`config.mk`:
```
export PLATFORM = sky130hd
export DESIGN_NAME = rmi_core
export DESIGN_NICKNAME = d
export VERILOG_FILES = /design/src/core/rmi_pkg.sv /design/src/core/rmi_core.sv /design/src/core/rmi_byte_sel.sv
export SDC_FILE = /design/constraint.sdc
export NUM_CORES = 1
export LEC_CHECK = 0
export ABC_AREA = 1
export BUFFER_PORTS_ARGS = -buffer_cell sky130_fd_sc_hd__buf_4
export CAP_MARGIN = 10
export CORE_MARGIN = 3
export CORE_UTILIZATION = 54
export CTS_CLUSTER_DIAMETER = 120
export DETAILED_ROUTE_END_ITERATION = 10
export HOLD_SLACK_MARGIN = 0.1
export PLACE_DENSITY = 0.76
export SYNTH_ARGS = -nofsm -noshare
export SYNTH_HDL_FRONTEND = slang
export SYNTH_SLANG_ARGS = --single-unit
```
`constraint.sdc`:
```
create_clock -name ref_clk -period 2.76 [get_ports ref_clk]
set_input_delay 0.276 -clock ref_clk [delete_from_list [all_inputs] [get_ports ref_clk]]
set_output_delay 0.276 -clock ref_clk [all_outputs]
set_load 0.05 [all_outputs]
```
`src/core/rmi_pkg.sv`:
```
// package for the receive message indication block: type codes, strobe lengths, carriers
// assumes one 125 MHz clock and a synchronous active-high reset
package rmi_pkg;

  localparam int TYPE_W = 5;
  localparam int BYTE_W = 8;
  localparam int LEN_W = 4;

  // message type codes on the indication port
  localparam logic [4:0] CODE_ERR_LAST = 5'h02;
  localparam logic [4:0] CODE_INT_LAST = 5'h0a;
  localparam logic [4:0] CODE_PM_LAST = 5'h0e;
  localparam logic [4:0] CODE_SLOT_PWR = 5'h0f;
  localparam logic [4:0] CODE_LTR = 5'h10;
  localparam logic [4:0] CODE_OBFF = 5'h11;
  localparam logic [4:0] CODE_UNLOCK = 5'h12;
  localparam logic [4:0] CODE_VDM0 = 5'h13;
  localparam logic [4:0] CODE_VDM1 = 5'h14;
  localparam logic [4:0] CODE_ATS_LAST = 5'h18;

  // strobe and gap lengths in cycles
  localparam logic [3:0] LEN_BASIC = 4'h2;
  localparam logic [3:0] LEN_OBFF = 4'h3;
  localparam logic [3:0] LEN_VDM_NODATA = 4'h4;
  localparam logic [3:0] LEN_SIX = 4'h6;
  localparam logic [3:0] LEN_VDM_DATA = 4'h8;
  localparam logic [3:0] LEN_GAP = 4'h1;

  // one received message as handed over by the link side
  typedef struct packed {
    logic [4:0] code;
    logic [15:0] req_id;    // bus in [15:8], device/function in [7:0]
    logic [15:0] vendor_id;
    logic [31:0] payload;   // slot power dword, or snoop [15:0] / no-snoop [31:16], or obff code [7:0]
    logic has_data;
  } rmi_msg_type;

  // indication port as seen by user logic
  typedef struct packed {
    logic strobe;
    logic [4:0] code;
    logic [7:0] data;
  } rmi_ind_type;

endpackage

```
`src/core/rmi_core.sv`:
```
// receive message indication sequencer: serialises each message with a defined type code onto strobe, code and data byte
// assumes msg_valid pulses one cycle per received message; msg_ready low asks the source to hold
`timescale 1ns/100ps

module rmi_core (
  input wire logic ref_clk,
  input wire logic rst,
  input wire rmi_pkg::rmi_msg_type msg_in,
  input wire logic msg_valid,
  output logic msg_ready,
  output rmi_pkg::rmi_ind_type ind
);

  typedef enum logic [1:0] {ST_IDLE, ST_SEND, ST_GAP} rmi_state_type;

  rmi_state_type state_r, state_nxt;
  rmi_pkg::rmi_msg_type msg_r, msg_nxt;
  logic [3:0] idx_r, idx_nxt;
  logic [3:0] len_r, len_nxt;
  logic [3:0] gap_r, gap_nxt;
  logic strobe_r, strobe_nxt;
  logic [7:0] data_r, data_nxt;
  logic [3:0] sel_idx;
  logic [7:0] sel_byte;

  // strobe lengths
  // strobe length per type code; reserved codes produce no indication
  function automatic logic [3:0] strobe_len(input logic [4:0] c, input logic d);
    if (c <= rmi_pkg::CODE_PM_LAST || c == rmi_pkg::CODE_UNLOCK) begin
      strobe_len = rmi_pkg::LEN_BASIC;
    end else if (c == rmi_pkg::CODE_SLOT_PWR || c == rmi_pkg::CODE_LTR) begin
      strobe_len = rmi_pkg::LEN_SIX;
    end else if (c == rmi_pkg::CODE_OBFF) begin
      strobe_len = rmi_pkg::LEN_OBFF;
    end else if (c == rmi_pkg::CODE_VDM0 || c == rmi_pkg::CODE_VDM1) begin
      strobe_len = d ? rmi_pkg::LEN_VDM_DATA : rmi_pkg::LEN_VDM_NODATA;
    end else if (c <= rmi_pkg::CODE_ATS_LAST) begin
      strobe_len = rmi_pkg::LEN_BASIC;
    end else begin
      strobe_len = 4'h0;
    end
  endfunction

  // byte for the cycle about to be driven
  assign sel_idx = (state_r == ST_SEND) ? idx_r + 4'h1 : 4'h0;

  rmi_byte_sel u_sel (
    .msg(state_r == ST_SEND ? msg_r : msg_in),
    .idx(sel_idx),
    .byte_out(sel_byte)
  );

  // accept only when idle; the gap cycle refuses, so the source holds its message
  assign msg_ready = (state_r == ST_IDLE);

  // sequencer next state
  always_comb begin
    state_nxt = state_r;
    msg_nxt = msg_r;
    idx_nxt = idx_r;
    len_nxt = len_r;
    gap_nxt = gap_r;
    strobe_nxt = 1'b0;
    data_nxt = data_r;
    case (state_r)
      ST_IDLE: begin
        if (msg_valid && strobe_len(msg_in.code, msg_in.has_data) != 4'h0) begin
          state_nxt = ST_SEND;
          msg_nxt = msg_in;
          len_nxt = strobe_len(msg_in.code, msg_in.has_data);
          idx_nxt = 4'h0;
          strobe_nxt = 1'b1;
          data_nxt = sel_byte;
        end
      end
      ST_SEND: begin
        // counts on without any user input
        if (idx_r + 4'h1 >= len_r) begin
          state_nxt = ST_GAP;
          gap_nxt = rmi_pkg::LEN_GAP;
          data_nxt = 8'h00;
        end else begin
          idx_nxt = idx_r + 4'h1;
          strobe_nxt = 1'b1;
          data_nxt = sel_byte;
        end
      end
      ST_GAP: begin
        if (gap_r <= 4'h1) begin
          state_nxt = ST_IDLE;
        end else begin
          gap_nxt = gap_r - 4'h1;
        end
      end
      default: begin
        state_nxt = ST_IDLE;
      end
    endcase
  end

  // sequencer registers
  always_ff @(posedge ref_clk) begin
    if (rst) begin
      state_r <= ST_IDLE;
      msg_r <= '0;
      idx_r <= 4'h0;
      len_r <= 4'h0;
      gap_r <= 4'h0;
      strobe_r <= 1'b0;
      data_r <= 8'h00;
    end else begin
      state_r <= state_nxt;
      msg_r <= msg_nxt;
      idx_r <= idx_nxt;
      len_r <= len_nxt;
      gap_r <= gap_nxt;
      strobe_r <= strobe_nxt;
      data_r <= data_nxt;
    end
  end

  // code taken from the held message, stable per strobe
  // one packed assignment keeps a single driver on the port
  assign ind = '{strobe: strobe_r, code: msg_r.code, data: data_r};

  // strobe run length check helper; run_r equals the full length on the edge the strobe falls
  logic [3:0] run_r, run_nxt;
  always_comb begin
    run_nxt = strobe_r ? run_r + 4'h1 : 4'h0;
  end

  always_ff @(posedge ref_clk) begin
    if (rst) begin
      run_r <= 4'h0;
    end else begin
      run_r <= run_nxt;
    end
  end

  chk_basic_len: assert property (@(posedge ref_clk) disable iff (rst)
    ($fell(strobe_r) && ($past(msg_r.code) <= rmi_pkg::CODE_PM_LAST
    || $past(msg_r.code) == rmi_pkg::CODE_UNLOCK
    || ($past(msg_r.code) > rmi_pkg::CODE_VDM1 && $past(msg_r.code) <= rmi_pkg::CODE_ATS_LAST)))
    |-> run_r == rmi_pkg::LEN_BASIC)
    else $error("basic message strobe not two cycles");
  chk_slot_len: assert property (@(posedge ref_clk) disable iff (rst)
    ($fell(strobe_r) && $past(msg_r.code) == rmi_pkg::CODE_SLOT_PWR) |-> run_r == rmi_pkg::LEN_SIX)
    else $error("slot power strobe not six cycles");
  chk_ltr_bytes: assert property (@(posedge ref_clk) disable iff (rst)
    ($rose(strobe_r) && msg_r.code == rmi_pkg::CODE_LTR) |-> ##2 data_r == msg_r.payload[7:0]
    ##1 data_r == msg_r.payload[15:8] ##1 data_r == msg_r.payload[23:16] ##1 data_r == msg_r.payload[31:24])
    else $error("ltr byte order wrong");
  chk_obff_len: assert property (@(posedge ref_clk) disable iff (rst)
    ($rose(strobe_r) && msg_r.code == rmi_pkg::CODE_OBFF) |-> strobe_r[*3] ##1 !strobe_r)
    else $error("obff strobe not three cycles");
  chk_vdm_len: assert property (@(posedge ref_clk) disable iff (rst)
    ($fell(strobe_r) && ($past(msg_r.code) == rmi_pkg::CODE_VDM0 || $past(msg_r.code) == rmi_pkg::CODE_VDM1))
    |-> run_r == ($past(msg_r.has_data) ? rmi_pkg::LEN_VDM_DATA : rmi_pkg::LEN_VDM_NODATA))
    else $error("vendor strobe length wrong");
  chk_vdm_bytes: assert property (@(posedge ref_clk) disable iff (rst)
    ($rose(strobe_r) && msg_r.code == rmi_pkg::CODE_VDM0) |-> data_r == msg_r.req_id[15:8]
    ##1 data_r == msg_r.req_id[7:0] ##1 data_r == msg_r.vendor_id[7:0] ##1 data_r == msg_r.vendor_id[15:8])
    else $error("vendor byte order wrong");
  chk_gap_idle: assert property (@(posedge ref_clk) disable iff (rst)
    (strobe_r && run_r + 4'h1 == len_r) |=> !strobe_r)
    else $error("no idle cycle between strobes");
  chk_no_stall: assert property (@(posedge ref_clk) disable iff (rst)
    strobe_r |-> ##[1:8] !strobe_r)
    else $error("strobe ran too long");
  chk_code_stable: assert property (@(posedge ref_clk) disable iff (rst)
    (strobe_r && $past(strobe_r)) |-> $stable(ind.code))
    else $error("type code changed within strobe");
  chk_reserved_drop: assert property (@(posedge ref_clk) disable iff (rst)
    $rose(strobe_r) |-> msg_r.code <= rmi_pkg::CODE_ATS_LAST)
    else $error("reserved code indicated");

endmodule

```
`src/core/rmi_byte_sel.sv`:
```
// byte selector: picks the parameter byte for a given message and cycle index
// assumes the message fields stay stable while the index steps
`timescale 1ns/100ps
module rmi_byte_sel (
  input wire rmi_pkg::rmi_msg_type msg,
  input wire logic [3:0] idx,
  output logic [7:0] byte_out
);

  function automatic logic is_vdm(input logic [4:0] c);
    is_vdm = (c == rmi_pkg::CODE_VDM0) || (c == rmi_pkg::CODE_VDM1);
  endfunction

  // sequence decode per message kind
  always_comb begin
    byte_out = 8'h00;
    case (idx)
      4'h0: byte_out = msg.req_id[15:8];
      4'h1: byte_out = msg.req_id[7:0];
      // vendor id low, high, then payload bytes
      4'h2: byte_out = is_vdm(msg.code) ? msg.vendor_id[7:0] : msg.payload[7:0];
      4'h3: byte_out = is_vdm(msg.code) ? msg.vendor_id[15:8] : msg.payload[15:8];
      4'h4: byte_out = is_vdm(msg.code) ? msg.payload[7:0] : msg.payload[23:16];
      4'h5: byte_out = is_vdm(msg.code) ? msg.payload[15:8] : msg.payload[31:24];
      4'h6: byte_out = msg.payload[23:16];
      4'h7: byte_out = msg.payload[31:24];
      default: byte_out = 8'h00;
    endcase
  end

endmodule

```
==> results_dict.tcl <==
set metrics [dict create \
    outcome "finished clean" \
    cts_resized 0 \
    peakVddDrop_v 0.000345 \
    drc 0 \
    drv_slew 0 \
    postLayoutSetupSlackWorst_ns 0.348 \
    slowest_stage "dfxtp_1" \
    crit_chain "nand4_1, nand2_1, inv_1, ha_1, a21oi_1, nand4_1, nand2_2, inv_1, a21oi_2, nand2_1, a21oi_1" \
    finalHoldViolCount 0 \
    finalSetupTns_ns 0 \
    grt_pass1_wl_mm 23.4 \
    yosys.area.top_type "dfxtp_1" \
    crit_type "reg -> reg" \
    placed_cells 1001 \
    drtAntennaViolNets 0 \
    fmaxAchievable_mhz 415 \
    start_kind "register" \
    synth_edf_count 0 \
    post-place-ws_ns 0.395 \
    ys.warnings.count 0 \
    rrSetupSlack_ns 0.35 \
    synth_seq_area_share_pct 35.3 \
    final_cell_mix "188 x nand2_1, 136 x o21ai_0, 112 x inv_1" \
    synth_fp_nets 908 \
    r2r_start "idx_r[0]" \
    grt_max_degree 74 \
    cts.root.buffer_cell "clkbuf_8" \
    io-pin-count 88 \
    avgSynthCellArea_um2 6.30 \
    cts_buffer_depth 2 \
    final_nets 963 \
    totalWireLength_mm 14.1 \
    cts_tree "yes" \
    ys_top_cells_by_area "dfxtp_1 35%, nand2_1 14%, o21ai_0 13%, a21oi_1 8.7%, inv_1 8.1%" \
    synth_cell_types 27 \
    synth_area_mm2 0.00522 \
    vias 5386 \
    gr-usage-all-layers_pct 25.9 \
    start_util_pct 55.9 \
    die_width_um 104 \
    cts_setup_buffers 0 \
    overflow 0 \
    setup_viol 0 \
    die-area_mm2 0.0109 \
    async_flop_share_pct 0 \
    cp_max_fo 9 \
    critPathLaunch "idx_r[0]" \
    crit_path_max_incr_delay_ns 0.46 \
    hp-class "in -> reg" \
    fin_crit_sh_pct 87.4 \
    fin_worst_skew_ns 0.0133 \
    antenna_found_initial 0 \
    drt_first_pass_iters 5 \
    yosys_most_used_dff "dfxtp_1" \
    fillers 934 \
    core.rowCount 35 \
    r2r_end "data_r[1]" \
    clock_sinks 92 \
    worst-slew-pin-transition_ns 0.633 \
    ys_seq_elements 92 \
    io_buffers 87 \
    area_delta_synth_final_pct 16.1 \
    worstSkewPairLatency_ns 0.37 \
    synthCells 828 \
    cts_max_level 3 \
    cts_hold_buf 0 \
    grt_setup_unrepaired "false" \
    cts_buffers 9 \
    period_needed_ns 2.41 \
    crit_arrival_ns 2.71 \
    yosys.area.top_type_share_pct 35.3 \
    drive_gt1_share_pct 14.9 \
    hpwl_mm 10.6 \
    drv_cap 0 \
    wl_per_cell_um 13.9 \
    max-slew-margin-rel_pct 57.8 \
    core_mm2 0.00933 \
    instances_no_fill 1016 \
    antenna_cells 0 \
    initialDrtViolationCount 320 \
    end_kind "register" \
    totalPowerFinal_mw 4.07 \
    crit_path_end "data_r[1]" \
    final_common_cell "nand2_1" \
    reg2reg_depth 11 \
    viasPerCell 5.30 \
    grt_pass1_vias 5030 \
    p_leak_nw 2.74 \
    routabilityCongestion 0.894 \
    required_ns 3.05 \
    clkTransAtPathRegs_ns 0.10 \
    power.density_mw_per_mm2 673 \
    dieHeight_um 104 \
    fin_util_pct 64.9 \
]
## area by class of cell
type                    count  area, um2  area share (%)
inverters                 118        443            7.31
clock inverters             4       32.5           0.537
repair buffers             98        748            12.4
clock buffers              11        151            2.50
multi-input cells         564       2680            44.2
well taps                 129        161            2.66
flip-flops and latches     92       1840            30.4
## routing by layer
metal / track usage [%] / wire [um] / up-vias
met5: 0 / 0 / -
met3: 5.15 / 698 / 14
met1: 34.7 / 6570 / 2449
met2: 42.8 / 6660 / 151
met4: 6.36 / 163 / 0
li1: - / - / 2772
## power breakdown
group | internal [mW] | total (mW) | switching, mW
registers | 1.54 | 1.64 | 0.101
logic | 0.515 | 1.56 | 1.05
clock network | 0.379 | 0.870 | 0.492
total | 2.43 | 4.07 | 1.64
## registers in the layout, summed over array words and instances, names as in the netlist
signal and cells:
data_r 8, gap_r 4, idx_r 4, ind 5, len_r 4, msg_r 64, state_r 2, strobe_r 1
## cell families (layout without fill, tap and decap cells)
family | count (synthesis) | after routing | synth area share (%)
compound gates | 238 | 238 | 23.1
fa+ha+maj | 7 | 7 | 1.68
buf+inv | 172 | 231 | 13.6
flops | 92 | 92 | 35.3
simple gates | 319 | 319 | 26.3
## synthesized netlist by cell type (6+ instances only)
master	number
o21ai_1	6
nand3_1	65
inv_1	112
nand2_1	188
nand4_1	11
buf_4	10
buf_2	14
dfxtp_1	92
ha_1	7
a21oi_1	91
nor2_1	38
clkbuf_1	28
o21ai_0	136
## worst max-delay path: cells and delay by family (launching register included)
family                     cells  cell delay (ns)
and+or+nand+nor                5             0.70
DFF                            1             0.46
buffers and inverters          2             0.21
AOI/OAI and AO/OA              3             0.64
adders and majority gates      1             0.32
## how the worst min path moves through the flow
| stage | start | endpoint | slack (ns) | cells past startpoint |
|---|---|---|---|---|
| 2_1_floorplan | msg_r[15] | msg_r[15] | 0.42 | 2 |
| 3_3_place_gp | msg_r[32] | msg_r[32] | 0.43 | 2 |
| 3_5_place_dp | msg_r[23] | msg_r[23] | 0.44 | 2 |
| 4_1_cts | msg_in[14] | msg_r[14] | 0.18 | 3 |
| 5_1_grt | msg_in[14] | msg_r[14] | 0.18 | 3 |
| 6_report | msg_in[45] | msg_r[45] | 0.19 | 3 |
## per-stage QoR
step / hold slack, ns / instance area (um2)
after global routing: 0.184 / 6060
after CTS: 0.182 / 6060
after global placement: 0.429 / 5870
final: 0.192 / 6060
after floorplan: 0.420 / 5220
after detailed placement: 0.440 / 5870
(Power assumes the default switching activity.)
